## src/logic/gpib_decoder_pkg.sv

```systemverilog
// package: command codes, reset values and carriers for the bus decoder
package gpib_decoder_pkg;

  // multiline command codes, low seven bits only
  localparam logic [6:0] cmd_go_local      = 7'h01;
  localparam logic [6:0] cmd_sel_clear     = 7'h04;
  localparam logic [6:0] cmd_trigger       = 7'h08;
  localparam logic [6:0] cmd_lockout       = 7'h11;
  localparam logic [6:0] cmd_dev_clear     = 7'h14;
  localparam logic [6:0] cmd_poll_on       = 7'h18;
  localparam logic [6:0] cmd_poll_off      = 7'h19;
  localparam logic [6:0] cmd_unlisten      = 7'h3f;
  localparam logic [6:0] cmd_untalk        = 7'h5f;
  // group bases: bits 6:5 select the group
  localparam logic [1:0] grp_listen        = 2'h1;
  localparam logic [1:0] grp_talk          = 2'h2;
  localparam logic [1:0] grp_second        = 2'h3;
  localparam logic [6:0] listen_or         = 7'h20;
  localparam logic [6:0] talk_or           = 7'h40;
  // highest legal primary address
  localparam logic [4:0] addr_max          = 5'h1e;
  localparam logic [4:0] addr_reset        = 5'h00;
  // synchroniser depth for bus pins
  localparam int         sync_stages       = 3;

  // uniline levels, already inverted to true-high
  typedef struct packed {
    logic atn;
    logic ifc;
    logic ren;
    logic eoi;
  } uniline_t;

  // interface state seen by the instrument
  typedef struct packed {
    logic remote;
    logic lockout;
    logic listen;
    logic talk;
    logic poll;
  } bus_state_t;

  // acceptor handshake states
  typedef enum logic [1:0] {
    ah_idle,
    ah_ready,
    ah_accept,
    ah_wait_release
  } ah_state_t;

endpackage : gpib_decoder_pkg
```

## src/logic/gpib_bus_command_decoder.sv

```systemverilog
// file: listener-side bus command decoder with acceptor handshake
`timescale 1ns/1ns

// Summary of operation
// - only controller drives attention, clear, remote lines
// - remote enable rising, or own listen with it true, sets remote mode
// - end line marks final byte of message
// - interface clear drops talk and listen addressing
// - bytes under attention decode as commands
// - service request held until serviced
// - lockout byte sets local lockout unaddressed
// - device clear byte resets to defaults
// - poll bytes enter and leave serial poll
// - addressed commands act only when listening, trigger also with trig_any
// - selective clear resets only listening device
// - go-to-local leaves remote when listening
// - trigger byte fires action when listening
// - own listen address sets listen state
// - own talk address talks, other drops it
// - secondary address bytes are ignored
// - unlisten byte clears listen state
// - untalk byte clears talk state
// - data bytes while listening go out
// - parallel poll and take control ignored
// - bus lines low-true, inverted inside
// - hold not-accepted low until byte taken
// - address limited 0..30, change resets interface
module gpib_bus_command_decoder (
  input  wire logic       sys_clk,        // 50 MHz system clock
  input  wire logic       rst,            // synchronous, active high
  input  wire logic [7:0] dio_n_in,       // data pins, low-true
  input  wire logic       atn_n,          // attention pin
  input  wire logic       ifc_n,          // interface clear pin
  input  wire logic       ren_n,          // remote enable pin
  input  wire logic       eoi_n_in,       // end-or-identify pin
  input  wire logic       dav_n,          // data valid pin
  output logic            nrfd_n_out,     // not ready for data drive
  output logic            nrfd_n_oe,      // low while driven
  output logic            ndac_n_out,     // not data accepted drive
  output logic            ndac_n_oe,      // low while driven
  output logic            srq_n_out,      // service request drive
  output logic            srq_n_oe,       // low while driven
  input  wire logic [4:0] primary_addr,   // configured primary address
  input  wire logic       lockout_cfg,    // lock panel while remote
  input  wire logic       gtl_unlocks,    // go-to-local clears lockout
  input  wire logic       trig_any,       // trigger without addressing
  input  wire logic       need_service,   // instrument wants service
  input  wire logic       serviced,       // status byte was read
  input  wire logic       sink_ready,     // message input can take a byte
  output logic            remote,         // remote mode
  output logic            local_lockout,  // lockout state
  output logic            panel_locked,   // panel controls disabled
  output logic            local_key_off,  // local key disabled
  output logic            listen_addr,    // listen-addressed
  output logic            talk_addr,      // talk-addressed
  output logic            serial_poll,    // serial poll mode active
  output logic            clear_pulse,    // device clear, one cycle
  output logic            trigger_pulse,  // trigger action, one cycle
  output logic [7:0]      data_byte,      // data byte to parser
  output logic            data_valid,     // data strobe, one cycle
  output logic            data_end        // byte carried end flag
);

  // synchroniser chains for all bus inputs
  localparam int sync_w = 13;
  logic [sync_w-1:0] s1_q, s2_q, s3_q;   // stage 1 read only by stage 2
  logic [sync_w-1:0] raw;               // pin levels, true-high
  logic [sync_w-1:0] stable_q;          // agreed level

  assign raw = {~dio_n_in, ~atn_n, ~ifc_n, ~ren_n, ~eoi_n_in,
                ~dav_n};

  // three flops; a change counts once stages two and three agree
  always_ff @(posedge sys_clk)
  begin
    s1_q <= raw;
    s2_q <= s1_q;
    s3_q <= s2_q;
  end

  // per-bit agreement filter
  always_ff @(posedge sys_clk)
  begin
    if (rst)
      stable_q <= '0;
    else
      stable_q <= (s2_q & s3_q) | (stable_q & (s2_q | s3_q));
  end

  logic [7:0] bus_data;                  // data lines, true-high
  gpib_decoder_pkg::uniline_t uni;       // uniline lines, true-high
  logic       dav;                       // data valid, true-high
  assign bus_data = stable_q[12:5];
  assign uni      = '{atn: stable_q[4], ifc: stable_q[3],
                      ren: stable_q[2], eoi: stable_q[1]};
  assign dav      = stable_q[0];

  // address guard: out-of-range setting is clamped to the top value
  logic [4:0] my_addr;                   // effective address
  logic [4:0] addr_q;                    // last seen address
  logic       addr_chg;                  // setting changed
  assign my_addr  = (primary_addr > gpib_decoder_pkg::addr_max)
                    ? gpib_decoder_pkg::addr_max : primary_addr;
  assign addr_chg = (my_addr != addr_q);

  // track address to spot changes
  always_ff @(posedge sys_clk)
  begin
    if (rst)
      addr_q <= gpib_decoder_pkg::addr_reset;
    else
      addr_q <= my_addr;
  end

  // acceptor handshake
  gpib_decoder_pkg::ah_state_t ah_q;     // acceptor state
  logic       take;                      // byte taken this cycle
  logic [7:0] latch_q;                   // captured byte
  logic       latch_atn_q;               // captured attention
  logic       latch_eoi_q;               // captured end flag
  logic       latch_new_q;               // captured byte awaits decode
  logic       acc_ok;                    // able to accept now

  // a data byte only stalls on the sink when it will go out
  assign acc_ok = uni.atn || !listen_addr || sink_ready;
  assign take   = (ah_q == gpib_decoder_pkg::ah_ready) && dav;

  // ready, capture on data valid, release not-accepted, wait for drop
  always_ff @(posedge sys_clk)
  begin
    if (rst)
      ah_q <= gpib_decoder_pkg::ah_idle;
    else
      unique case (ah_q)
        gpib_decoder_pkg::ah_idle:
          if (!dav && acc_ok)
            ah_q <= gpib_decoder_pkg::ah_ready;
        gpib_decoder_pkg::ah_ready:
          if (dav)
            ah_q <= gpib_decoder_pkg::ah_accept;
          else if (!acc_ok)
            ah_q <= gpib_decoder_pkg::ah_idle;
        gpib_decoder_pkg::ah_accept:
          ah_q <= gpib_decoder_pkg::ah_wait_release;
        gpib_decoder_pkg::ah_wait_release:
          if (!dav)
            ah_q <= gpib_decoder_pkg::ah_idle;
      endcase
  end

  // capture the byte with its attention and end qualifiers
  always_ff @(posedge sys_clk)
  begin
    if (rst)
    begin
      latch_q     <= 8'h00;
      latch_atn_q <= 1'b0;
      latch_eoi_q <= 1'b0;
      latch_new_q <= 1'b0;
    end
    else
    begin
      latch_new_q <= take;
      if (take)
      begin
        latch_q     <= bus_data;
        latch_atn_q <= uni.atn;
        latch_eoi_q <= uni.eoi;
      end
    end
  end

  // handshake drives: ready released only in ready, accepted after take
  always_ff @(posedge sys_clk)
  begin
    if (rst)
    begin
      nrfd_n_out <= 1'b0;
      nrfd_n_oe  <= 1'b0;
      ndac_n_out <= 1'b0;
      ndac_n_oe  <= 1'b0;
    end
    else
    begin
      // open drain: enable low pulls low, high releases
      nrfd_n_out <= 1'b0;
      ndac_n_out <= 1'b0;
      nrfd_n_oe  <= (ah_q == gpib_decoder_pkg::ah_ready) && !dav && acc_ok;
      ndac_n_oe  <= (ah_q == gpib_decoder_pkg::ah_accept) ||
                    (ah_q == gpib_decoder_pkg::ah_wait_release);
    end
  end

  // command decode on the low seven bits
  logic [6:0] cmd7;                      // command without top bit
  logic       is_cmd;                    // byte under attention
  logic       my_listen;                 // own listen address
  logic       my_talk;                   // own talk address
  logic       other_talk;                // another talk address
  logic       do_clear;                  // reset to defaults
  logic       do_local;                  // go to local
  assign cmd7       = latch_q[6:0];
  assign is_cmd     = latch_new_q && latch_atn_q;
  assign my_listen  = is_cmd && cmd7 == (gpib_decoder_pkg::listen_or
                      | {2'b00, my_addr});
  assign my_talk    = is_cmd && cmd7 == (gpib_decoder_pkg::talk_or
                      | {2'b00, my_addr});
  assign other_talk = is_cmd && cmd7[6:5] == gpib_decoder_pkg::grp_talk
                      && !my_talk && cmd7 != gpib_decoder_pkg::cmd_untalk;
  // secondary, parallel poll and take control fall through
  assign do_clear   = is_cmd && (cmd7 == gpib_decoder_pkg::cmd_dev_clear
                      || (listen_addr &&
                          cmd7 == gpib_decoder_pkg::cmd_sel_clear));
  assign do_local   = is_cmd && listen_addr &&
                      cmd7 == gpib_decoder_pkg::cmd_go_local;

  logic bus_reset;                       // interface-wide reset
  assign bus_reset = rst || addr_chg || !uni.ren;

  // remote enable a cycle back; a level test would undo go-to-local
  logic ren_q;                           // filtered remote enable, delayed
  always_ff @(posedge sys_clk)
  begin
    if (rst)
      ren_q <= 1'b0;
    else
      ren_q <= uni.ren;
  end

  // remote on new remote enable or own listen; local sticks till then
  always_ff @(posedge sys_clk)
  begin
    if (bus_reset)
      remote <= 1'b0;
    else if (do_local)
      remote <= 1'b0;
    else if (uni.ren && (!ren_q || my_listen))
      remote <= 1'b1;
  end

  // local lockout: universal, optional clear on go-to-local
  always_ff @(posedge sys_clk)
  begin
    if (bus_reset)
      local_lockout <= 1'b0;
    else if (is_cmd && cmd7 == gpib_decoder_pkg::cmd_lockout)
      local_lockout <= 1'b1;
    else if (do_local && gtl_unlocks)
      local_lockout <= 1'b0;
  end

  // panel gating from lockout and configured remote lock
  always_ff @(posedge sys_clk)
  begin
    if (rst)
    begin
      panel_locked  <= 1'b0;
      local_key_off <= 1'b0;
    end
    else
    begin
      panel_locked  <= local_lockout || (remote && lockout_cfg);
      local_key_off <= local_lockout;
    end
  end

  // listener addressing; interface clear wins over everything
  always_ff @(posedge sys_clk)
  begin
    if (bus_reset || uni.ifc)
      listen_addr <= 1'b0;
    else if (is_cmd && cmd7 == gpib_decoder_pkg::cmd_unlisten)
      listen_addr <= 1'b0;
    else if (my_listen)
      listen_addr <= 1'b1;
  end

  // talker addressing
  always_ff @(posedge sys_clk)
  begin
    if (bus_reset || uni.ifc)
      talk_addr <= 1'b0;
    else if (is_cmd && cmd7 == gpib_decoder_pkg::cmd_untalk)
      talk_addr <= 1'b0;
    else if (other_talk)
      talk_addr <= 1'b0;
    else if (my_talk)
      talk_addr <= 1'b1;
  end

  // serial poll mode
  always_ff @(posedge sys_clk)
  begin
    if (bus_reset || uni.ifc)
      serial_poll <= 1'b0;
    else if (is_cmd && cmd7 == gpib_decoder_pkg::cmd_poll_on)
      serial_poll <= 1'b1;
    else if (is_cmd && cmd7 == gpib_decoder_pkg::cmd_poll_off)
      serial_poll <= 1'b0;
  end

  // action pulses to the instrument
  always_ff @(posedge sys_clk)
  begin
    if (rst)
    begin
      clear_pulse   <= 1'b0;
      trigger_pulse <= 1'b0;
    end
    else
    begin
      clear_pulse   <= do_clear;
      trigger_pulse <= is_cmd && cmd7 == gpib_decoder_pkg::cmd_trigger
                       && (listen_addr || trig_any);
    end
  end

  // data path: attention false and listening, end flag travels along
  always_ff @(posedge sys_clk)
  begin
    if (rst)
    begin
      data_byte  <= 8'h00;
      data_valid <= 1'b0;
      data_end   <= 1'b0;
    end
    else
    begin
      data_valid <= latch_new_q && !latch_atn_q && listen_addr;
      if (latch_new_q && !latch_atn_q)
      begin
        data_byte <= latch_q;
        data_end  <= latch_eoi_q;
      end
    end
  end

  // service request: set wins over serviced, held until serviced
  logic srq_q;                           // pending request
  always_ff @(posedge sys_clk)
  begin
    if (rst)
      srq_q <= 1'b0;
    else if (need_service)
      srq_q <= 1'b1;
    else if (serviced)
      srq_q <= 1'b0;
  end

  // device drives only its own request line, never attention lines
  always_ff @(posedge sys_clk)
  begin
    if (rst)
    begin
      srq_n_out <= 1'b0;
      srq_n_oe  <= 1'b1;
    end
    else
    begin
      srq_n_out <= 1'b0;
      srq_n_oe  <= !srq_q;
    end
  end

endmodule : gpib_bus_command_decoder

```

## config.mk

```make
export PLATFORM = sky130hd
export DESIGN_NAME = gpib_bus_command_decoder
export DESIGN_NICKNAME = d
export VERILOG_FILES = /design/src/logic/gpib_decoder_pkg.sv /design/src/logic/gpib_bus_command_decoder.sv
export SDC_FILE = /design/constraint.sdc
export NUM_CORES = 1
export LEC_CHECK = 0
export ABC_AREA = 1
export ABC_CLOCK_PERIOD_IN_PS = 3100
export BUFFER_PORTS_ARGS = -buffer_cell sky130_fd_sc_hd__buf_4
export CAP_MARGIN = 20
export CORE_MARGIN = 2
export CORE_UTILIZATION = 36
export DETAILED_ROUTE_END_ITERATION = 8
export GPL_TIMING_DRIVEN = 0
export PLACE_DENSITY_LB_ADDON = 0.15
export SLEW_MARGIN = 0
export SYNTH_ARGS = -nofsm -noshare
export SYNTH_HDL_FRONTEND = slang
export SYNTH_SLANG_ARGS = --single-unit
```

## constraint.sdc

```tcl
create_clock -name sys_clk -period 3.1 [get_ports sys_clk]
set_clock_uncertainty 0.2 [all_clocks]
set_input_delay 0.465 -clock sys_clk [delete_from_list [all_inputs] [get_ports sys_clk]]
set_output_delay 0.465 -clock sys_clk [all_outputs]
set_load 0.01 [all_outputs]
```

[Yosys cells after proc, flatten, opt, wreduce, memory -nomap -nowiden]
Cells that the tools add are included.
Storage, ports and cells
  bits of input ports: 26
  logic and storage cells: 121
  flip-flop bits (word level): 94
  output and inout port bits: 25
Cells by class
  bitwise gates (word level): 10
  eq/ne operators: 20
  multiplexer cells: 12
  magnitude comparators: 1
  reduce and logical (&&, ||, !) cells: 51
Operators with widths (number)
  7-bit by 5-bit equality test with 1-bit output, second input constant: 4
  13-bit bitwise AND: 2
  1-bit logical AND: 26
  13-bit OR: 2
  1-bit logical OR: 10
  2-bit 2-to-1 mux: 4
  8-bit NOT: 1
  2-bit one-hot mux with 4 select lines: 1
  7-bit by 1-bit equality test with 1-bit output, second input constant: 1
  7-bit by 3-bit equality test with 1-bit output, second input constant: 1
  7-bit by 4-bit equality test with 1-bit output, second input constant: 1
  7-bit by 6-bit equality test with 1-bit output: 1
  7-bit by 6-bit equality test with 1-bit output, second input constant: 1
  7-bit equality test: 1
  7-bit equality test, second input constant: 1
  1-bit zero test: 7
  7-bit != test, second input constant: 1
  2-bit equality test, second input constant: 3
  1-bit 2-to-1 mux: 6
  2-bit nonzero test: 3
  5-bit > comparator, second input constant: 1
  5-bit 2-to-1 mux: 1
  5-bit != test: 1
  1-bit NOT: 5
  7 further kinds: 9

[Longest topological paths before layout]
Gate-level depths: netlist of the first run.
  word-level depth: 8
  gate-level depth with buffers: 9
  mapped depth without buffers: 9

[Worst setup path before layout of the first run]
Ideal clock, no wire load.
  kind: in2reg
  start: input port primary_addr[2]
  end: register local_lockout
  path buffers: 0
  stages: 7
  arrival time: 1.173 ns
  data required time: 2.785 ns
  path slack: 1.612 ns
  setup time: 0.115 ns
  path through: nand2_1 -> o21ai_2 -> xnor2_1 -> clkinv_1 -> and2_4 -> o21ai_0 -> inv_1
Between the ends
  word-level cells in the longest chain between the ends: 5
Ends and longest elaborated chain
  start: declaration: RTL line gpib_bus_command_decoder.sv:43  | input wire logic [4:0] primary_addr,
  5-bit > comparator: RTL line gpib_bus_command_decoder.sv:102  | assign my_addr = (primary_addr > gpib_decoder_pkg::addr_max)
  5-bit 2-to-1 mux (*): RTL line gpib_bus_command_decoder.sv:103  | ? gpib_decoder_pkg::addr_max : primary_addr;
  5-bit != test (*): RTL line gpib_bus_command_decoder.sv:104  | assign addr_chg = (my_addr != addr_q);
  1-bit logical OR (*) (2 in a row): RTL line gpib_bus_command_decoder.sv:218  | assign bus_reset = rst || addr_chg || !uni.ren;
  end signal: assignment: RTL line gpib_bus_command_decoder.sv:245  | local_lockout <= 1'b0;
  end signal: assignment: RTL line gpib_bus_command_decoder.sv:247  | local_lockout <= 1'b1;
  end signal: assignment: RTL line gpib_bus_command_decoder.sv:249  | local_lockout <= 1'b0;
  end: declaration: RTL line gpib_bus_command_decoder.sv:51  | output logic local_lockout,
Mark *: on every way between the ends. The rest lies on a longest branch, timed or not.
A chain may end at the register's enable or synchronous reset.

[Worst setup path in the final report of the first run]
  start: register latch_new_q
  end: register data_byte[6]
Between the ends
  word-level cells in the longest chain between the ends: 1
Ends and longest elaborated chain
  start: declaration: RTL line gpib_bus_command_decoder.sv:121  | logic latch_new_q;
  start signal: assignment: RTL line gpib_bus_command_decoder.sv:163  | latch_new_q <= take;
  1-bit logical AND: RTL line gpib_bus_command_decoder.sv:330  | if (latch_new_q && !latch_atn_q)
  end signal: assignment: RTL line gpib_bus_command_decoder.sv:332  | data_byte <= latch_q;
  end: declaration: RTL line gpib_bus_command_decoder.sv:59  | output logic [7:0] data_byte,
No other way between the ends.

==> metrics.txt, run 1 <==
status=finished, final reports clean; drt wl/cell=11.3 um; Starting Density=0.366; clock share of power=0.388; Syn Inst Count=323; post-route minimum period=1.57 ns; Clk Latency, worst-skew pair=0.34 ns; Final setup viols=0; starting DRC count in detailed routing=45; crit-path cells=inv_1, nor2_1, buf_2, o21ai_0, a21oi_1; layout cell share with drive strength beyond 1=0.201; Clock Sink Count=94; Critical Path End Type=register; required time of the critical path=3.18 ns; GRT Overall Usage=0.136; fin crit share=0.506; drt drc=0; post-synthesis cell area=2970 um2; Cell Pwr Density=626 nW/um2; ANT cells=0; Top FF cell, synth=dfxtp_1; crit path launch type=register; slowest CP cell=nor2_1; switching part of the total=0.219; synthesized area per cell=9.18 um2; Switching Power=0.506 mW; H-Tree Depth=3; hpwl dp=4110 um; EDFF count, synth=0; RSZ-0062 raised after global routing=no; final hold violation count=0; Top-Level Pins=51; sequential-to-total area share from yosys stat=0.635; WP data arrival=1.65 ns; setup bufs post-CTS=0; Placer Congestion=0.832; largest net degree at the start of global routing=17; CTS Buf Count=9; max cap viols=0; Die ar.=8980 um2; sequential share of power=0.558; clk slew on worst S/H paths=0.09 ns; CTS-repair resized insts=0; placed cell count=477; die width=94.8 um; worst vdd ir=0.231 mV; CTS tree=done; Async SR Flop Fraction=0; core box area=8090 um2; vias per inst=4.54; DRT Pass-1 Iters=4; final WL=5550 um; Die Span Y=94.8 um; Max Fclk=0.637 GHz; vias in the first global route=2123; total gr overflow=0; detailed-route via count=2239; nets@finish=409; final std cells w/o fill=493; port bufs=47; Area Overhead vs Synth=24.3%; row cnt=33; Crit path largest cell delay=0.38 ns; largest buffer count on any clock path=2; CTS Hold Bufs=0; Final Max Tran Viols=0; initial antenna violation count=0; Comb pwr share=0.053; CP Class=register to register; CTS root buffer=clkbuf_8; Hold Crit Class=input pin to register; warnings from Yosys=0; Critical Path Fanout Max=10; Leak=1.59 nW; synthesized flop and latch total=94; Netlist cell types=31; setup TNS=0 ns; first-pass GRT wire length=9430 um; Int Pwr=1.80 mW; Routed Antenna Nets=0
power by group through the flow:
stage	combinational [mW]	clock [mW]	sequential, mW
final	0.123	0.896	1.29
after global routing	0.143	0.977	1.30
after CTS	0.125	0.922	1.29
after detailed placement	0.125	0	1.32
after global placement	0.122	0	1.31
after floorplan	0.0711	0	1.31
registers in the layout (all words and copies together) (netlist names), 5 cells and up, named ones only:
register / cells
latch_q: 8
s3_q: 13
s2_q: 13
addr_q: 5
stable_q: 13
s1_q: 13
data_byte: 8
synthesized netlist by cell type (2+ instances only):
cell	instances	area, um2
o21ai_0	35	175
clkbuf_1	2	7.51
buf_2	2	10.0
buf_4	3	22.5
buf_1	2	7.51
nand3_1	8	40.0
a21oi_1	33	165
nor4_1	3	18.8
nand2_1	26	97.6
xor2_1	2	17.5
dfxtp_1	94	1880
nor2_1	43	161
xnor2_1	3	26.3
inv_1	36	135
clkinv_1	2	7.51
nor3_1	5	25.0
or2_2	2	12.5
nand2_2	2	12.5
nand4_1	8	50.1
path summary, 6_finish.rpt:
path                  end        start  cells past startpoint  slack (ns)
min reg2reg       s2_q[7]      s1_q[7]                      0        0.13
min               s1_q[5]  dio_n_in[0]                      2        0.05
max          data_byte[6]  latch_new_q                      5        1.53
max reg2reg  data_byte[6]  latch_new_q                      5        1.53
layout by cell type (no fill, tap or decap), types with 2 or more instances in the layout:
| cell | count |
|---|---|
| inv_1 | 36 |
| nor4_1 | 3 |
| clkinv_1 | 2 |
| dfxtp_1 | 94 |
| clkbuf_1 | 2 |
| a21oi_1 | 33 |
| clkbuf_8 | 10 |
| conb_1 | 3 |
| xor2_1 | 2 |
| nor3_1 | 5 |
| nand3_1 | 8 |
| nor2_1 | 43 |
| nand2_2 | 2 |
| nand4_1 | 8 |
| inv_6 | 2 |
| or2_2 | 2 |
| bufinv_16 | 2 |
| buf_1 | 2 |
| buf_2 | 2 |
| o21ai_0 | 35 |
| buf_4 | 50 |
| xnor2_1 | 3 |
| nand2_1 | 26 |
metal layers:
metal | vias to the layer above | global-route usage | routed length (um)
li1 | 1172 | - | -
met1 | 1018 | 0.167 | 2620
met2 | 40 | 0.223 | 2580
met3 | 9 | 0.0327 | 256
met4 | 0 | 0.0676 | 87
met5 | - | 0 | 0
layout make-up:
type | instances | area (um2)
clock inverters | 6 | 91.3
clock buffers | 10 | 138
flip-flops and latches | 94 | 1880
fillers | 804 | 4410
inverters | 39 | 146
multi-input cells | 183 | 897
repair buffers | 47 | 353
plain buffers | 9 | 47.5
well taps | 105 | 131
critical path, delay by kind of cell (launching register included):
family | cells | cell delay (ns)
AO/OA/AOI/OAI | 2 | 0.23
AND/OR/NAND/NOR | 1 | 0.38
buffers and inverters | 2 | 0.35
flip-flops | 1 | 0.35
stage by stage:
step            util  hold WS, ns  total power [mW]  setup slack [ns]  cell area [um2]
5_1_grt        0.455       0.0299              2.42              1.33             3690
6_report       0.455       0.0546              2.31              1.53             3690
4_1_cts        0.455       0.0345              2.33              1.50             3690
3_5_place_dp   0.427        0.112              1.44              1.37             3460
3_3_place_gp   0.427        0.110              1.44              1.37             3460
2_1_floorplan      -        0.110              1.38              1.61             2970
kinds of logic after synthesis:
family | count (synthesis) | synth area share
XOR/XNOR | 5 | 0.0148
AO/OA/AOI/OAI | 73 | 0.127
AND/OR/NAND/NOR | 102 | 0.157
flip-flops | 94 | 0.635
other | 1 | 0.00126
buffers and inverters | 48 | 0.0654
Power figures use the tool's default switching activity.
==> inputs of run 2 (changes only) <==
Settings changed: ABC_CLOCK_PERIOD_IN_PS 3100 to 1560.
Clock period 3.1 ns to 1.56 ns, I/O delays scaled along.
==> run 2 against run 1 <==
  * Fmax is 4.4% higher
  * Count of clock-buffer cells in the layout stayed put
  * Clock power is 99% higher
  * Final cell count is 5.5% higher
  * Global-route usage is 0.55 points higher
  * Die area stayed put
  * Largest cell class unchanged
  * Largest power group unchanged
==> metrics.txt, run 2 (synthesis results as in run 1) <==
Leak=1.72 nW (was 1.59 nW); commonest cells after routing, fill and taps aside=dfxtp_1, buf_4, nor2_1 (unchanged); crit path launch type=register (unchanged); clock share of power=0.384 (was 0.388); Hold Crit Class=input pin to register (unchanged); H-Tree Depth=3 (unchanged); Area Overhead vs Synth=35.4% (was 24.3%); initial antenna violation count=0 (unchanged); clk slew on worst S/H paths=0.09 ns (about the same); cell depth of the worst setup path=5 (unchanged); crit-path cells=inv_1, nor2_1, dlygate4sd3_1, inv_1, o22ai_1 (was inv_1, nor2_1, buf_2, o21ai_0, a21oi_1); row cnt=33 (unchanged); flop2flop setup slack=0.06 ns (was 1.53 ns); port bufs=47 (unchanged); Clock Sink Count=94 (unchanged); Cell Pwr Density=1160 nW/um2 (was 626 nW/um2); CTS tree=done (unchanged); drt wl/cell=11.1 um (was 11.3 um); CTS root buffer=clkbuf_8 (unchanged); CTS Buf Count=9 (unchanged); Starting Density=0.366 (unchanged); drt drc=0 (unchanged); commonest non-fill, non-tap cell in the layout=dfxtp_1 (unchanged); r2r worst-path depth=5 (unchanged); ANT cells=0 (unchanged); vias per inst=4.51 (was 4.54); post-route minimum period=1.50 ns (was 1.57 ns); vias in the first global route=2242 (was 2123); Critical Path End Type=register (unchanged); core box area=8090 um2 (unchanged); total gr overflow=0 (unchanged); max cap viols=0 (unchanged); Clk Latency, worst-skew pair=0.34 ns (about the same); Switching Power=1.03 mW (was 0.506 mW); Crit path largest cell delay=0.57 ns (was 0.38 ns); fin crit share=0.963 (was 0.506); Critical Path Fanout Max=3 (was 10); Die Span Y=94.8 um (unchanged); RSZ-0062 raised after global routing=yes (was no); largest net degree at the start of global routing=17 (unchanged); Final setup viols=0 (unchanged); placed cell count=477 (unchanged); DRT Pass-1 Iters=4 (unchanged); Layout Utilization=0.496 (was 0.455); final std cells w/o fill=520 (was 493); starting DRC count in detailed routing=40 (was 45); nets@finish=436 (was 409); WP data arrival=1.57 ns (was 1.65 ns); slowest CP cell=dlygate4sd3_1 (was nor2_1); Int Pwr=3.62 mW (was 1.80 mW); Top Family by Delay on Critical Path=buffers and inverters (was simple AND/OR/NAND/NOR gates); final hold violation count=0 (unchanged); Most common cell on crit path=inv_1; Routed Antenna Nets=0 (unchanged); CP Class=register to register (unchanged); switching part of the total=0.221 (was 0.219); first-pass GRT wire length=9870 um (was 9430 um); detailed-route via count=2343 (was 2239); worst vdd ir=0.467 mV (was 0.231 mV); status=finished, final reports clean (unchanged); GRT Overall Usage=0.141 (was 0.136); setup TNS=0 ns (unchanged); required time of the critical path=1.63 ns (was 3.18 ns); Tot Pwr=4.65 mW (was 2.31 mW); die width=94.8 um (unchanged); Buf/Inv on CP=3 (was 2); Die ar.=8980 um2 (unchanged); Placer Congestion=0.832 (unchanged); hpwl dp=4110 um (unchanged); largest buffer count on any clock path=2 (unchanged); Top-Level Pins=51 (unchanged); Final Max Tran Viols=0 (unchanged); sequential share of power=0.551 (was 0.558); Max Fclk=0.666 GHz (was 0.637 GHz); layout cell share with drive strength beyond 1=0.248 (was 0.201); final WL=5760 um (was 5550 um); Comb pwr share=0.065 (was 0.053)
==> run 2: per-stage QoR <==
stage | instance area (um2) | hold WS (ns) | setup WS [ns]
4_1_cts | 3940 | 0.0425 | 0.0118
5_1_grt | 4020 | 0.0717 | -0.0259
3_5_place_dp | 3460 | 0.112 | -0.0248
6_report | 4020 | 0.0581 | 0.0577
2_1_floorplan | 2970 | 0.0905 | 0.135
3_3_place_gp | 3460 | 0.110 | 0.0135
==> run 2: timing repair <==
action,CTS,global route
cloned,0,0
gates resized for setup,2,28
hold buffers,25,0
endpoints found under the setup margin,5,17
pin swaps,0,5
buffers inserted,0,2
endpoints found under the hold margin,26,0
==> run 2: power groups by stage <==
stage          clock [mW]  sequential (mW)  combinational, mW
5_1_grt              1.94             2.58              0.345
2_1_floorplan           0             2.60              0.141
3_5_place_dp            0             2.62              0.247
6_report             1.78             2.56              0.302
4_1_cts              1.83             2.56              0.295
3_3_place_gp            0             2.61              0.243
==> run 2: cell type report <==
type / instances / area (um2)
inverters: 39 / 149
well taps: 105 / 131
flip-flops and latches: 94 / 1900
repair buffers: 74 / 618
fillers: 789 / 4080
clock inverters: 6 / 91.3
plain buffers: 9 / 47.5
multi-input cells: 183 / 942
clock buffers: 10 / 138
==> run 2: worst min-delay path: stages <==
cell and delay (ns):
buf_4 0.08, a31oi_1 0.06, o21ai_0 0.15, inv_1 0.04
==> run 2: worst min-delay path by stage <==
| stage | depth (start not counted) | end | from | slack [ns] |
|---|---|---|---|---|
| 2_1_floorplan | 1 | s1_q[0] | dav_n | 0.09 |
| 5_1_grt | 4 | local_lockout | gtl_unlocks | 0.07 |
| 4_1_cts | 4 | local_lockout | gtl_unlocks | 0.04 |
| 3_5_place_dp | 0 | s2_q[9] | s1_q[9] | 0.11 |
| 3_3_place_gp | 0 | s2_q[6] | s1_q[6] | 0.11 |
| 6_report | 4 | local_lockout | gtl_unlocks | 0.06 |
==> run 2: routing by layer <==
metal / global-route usage / share of wire / vias to the layer above
met5: 0 / 0 / -
met4: 0.0821 / 0.032 / 0
met3: 0.0351 / 0.044 / 13
met2: 0.229 / 0.46 / 43
met1: 0.170 / 0.47 / 1056
li1: - / - / 1231
==> inputs of run 3 (changes only) <==
Settings changed: CORE_MARGIN 2 to default.
==> run 3 against run 2 <==
  * Global-route usage up 0.53 points
  * First-iteration DRC count increased to 2.9 times the previous value
  * Largest power group unchanged
  * Wire length decreased by 1.1%
  * Via count decreased by 2.1%
  * Critical path type is now input pin to register
==> metrics.txt, run 3 (synthesis results as in run 1) <==
fin crit share=0.955 (was 0.963); Layout Utilization=0.499 (was 0.496); status=finished, final reports clean (unchanged); Die Span Y=92.8 um (was 94.8 um); nets@finish=434 (was 436); ANT cells=0 (unchanged); Cell Pwr Density=1120 nW/um2 (was 1160 nW/um2); multi-input logic area=920 um2 (was 942 um2); Area Overhead vs Synth=32.1% (was 35.4%); worst vdd ir=0.544 mV (was 0.467 mV); Critical Path End Type=register (unchanged); WHS=0.0234 ns (was 0.0581 ns); core box area=7850 um2 (was 8090 um2); Placer Congestion=0.828 (was 0.832); CTS tree=done (unchanged); FF+latch area=1890 um2 (was 1900 um2); Final setup viols=0 (unchanged); Final Max Tran Viols=0 (unchanged); first-pass GRT wire length=9710 um (was 9870 um); Tot Pwr=4.38 mW (was 4.65 mW); Hold Crit Class=input pin to register (unchanged); hpwl dp=4060 um (was 4110 um); Final WS setup=0.0696 ns (was 0.0577 ns); DRT Pass-1 Iters=4 (unchanged); post-route cell area=3920 um2 (was 4020 um2); CP Class=input pin to register (was register to register); final hold violation count=0 (unchanged); largest buffer count on any clock path=2 (unchanged); initial antenna violation count=0 (unchanged); critical path endpoint=local_lockout; RSZ-0062 raised after global routing=yes (unchanged); max cap viols=0 (unchanged); commonest non-fill, non-tap cell in the layout=dfxtp_1 (unchanged); GRT Overall Usage=0.147 (was 0.141); Clock Sink Count=94 (unchanged); final WL=5700 um (was 5760 um); drt wl/cell=11.1 um (about the same); post-route minimum period=1.49 ns (was 1.50 ns); layout cell share with drive strength beyond 1=0.218 (was 0.248); required time of the critical path=1.61 ns (was 1.63 ns); WP data arrival=1.54 ns (was 1.57 ns); Routed Antenna Nets=0 (unchanged); fillers=790 (was 789); flop2flop setup slack=0.08 ns (was 0.06 ns); Max Fclk=0.671 GHz (was 0.666 GHz); Worst R2R Start=latch_q[6]; vias in the first global route=2135 (was 2242); CTS Buf Count=9 (unchanged); r2r worst-path depth=5 (unchanged); Placed Area=3450 um2 (was 3460 um2); starting DRC count in detailed routing=115 (was 40); Critical Path Fanout Max=3 (unchanged); row cnt=32 (was 33); Die ar.=8600 um2 (was 8980 um2); total gr overflow=0 (unchanged); vias per inst=4.46 (was 4.51); clk slew on worst S/H paths=0.09 ns (about the same); placed cell count=474 (was 477); crit path launch type=input pin (was register); port bufs=47 (unchanged); H-Tree Depth=3 (unchanged); Starting Density=0.378 (was 0.366); commonest cells after routing, fill and taps aside=dfxtp_1, buf_4, nor2_1 (unchanged); Placement Setup Slack=-0.0274 ns (was -0.0248 ns); crit path launch=primary_addr[0]; die width=92.8 um (was 94.8 um); final std cells w/o fill=514 (was 520); r2r endpoint=serial_poll; Clk Latency, worst-skew pair=0.35 ns (was 0.34 ns); Leak=1.69 nW (was 1.72 nW); Top-Level Pins=51 (unchanged); setup TNS=0 ns (unchanged); detailed-route via count=2294 (was 2343); CTS root buffer=clkbuf_8 (unchanged); drt drc=0 (unchanged); hold path startpoint=trig_any (was gtl_unlocks); largest net degree at the start of global routing=16 (was 17)
## run 3: how the worst min path moves through the flow
stage               endpoint  cells after the start
2_1_floorplan        s1_q[0]                      1
3_3_place_gp         s2_q[7]                      0
3_5_place_dp         s2_q[2]                      0
4_1_cts        trigger_pulse                      3
5_1_grt        trigger_pulse                      3
6_report       trigger_pulse                      3
## run 3: where the power goes
| part | internal, mW | switching, mW |
|---|---|---|
| Sequential | 2.50 | 0.0552 |
| Clock | 0.732 | 0.793 |
| Combinational | 0.156 | 0.140 |
## run 3: critical path, cell delays in order
cell and delay [ns]:
dlygate4sd3_1 0.53, buf_4 0.14, o21ai_2 0.08, xnor2_1 0.14, clkinv_1 0.12, and2_4 0.16, o21ai_0 0.06, inv_1 0.05
## run 3: area by class of cell
class	count	area share
Sequential cell	94	0.482
Inverter	39	0.0374
Clock inverter	6	0.0160
Buffer	9	0.0121
Timing Repair Buffer	72	0.153
Clock buffer	9	0.0316
Tap cell	102	0.0326
Multi-Input combinational cell	183	0.235
## run 3: routing by layer
layer / vias to the layer above / global-route usage / wire [um]
met5: - / 0 / 0
met4: 0 / 0.0500 / 51
met3: 4 / 0.0493 / 246
met2: 41 / 0.235 / 2590
met1: 1036 / 0.184 / 2810
li1: 1213 / - / -
## run 3: what timing repair did
action / 4_1_cts / 5_1_grt
hold buffers: 24 / 0
setup endpoints to repair: 4 / 14
hold endpoints to repair: 25 / 0
setup buffers: 0 / 1
gates resized for setup: 2 / 11
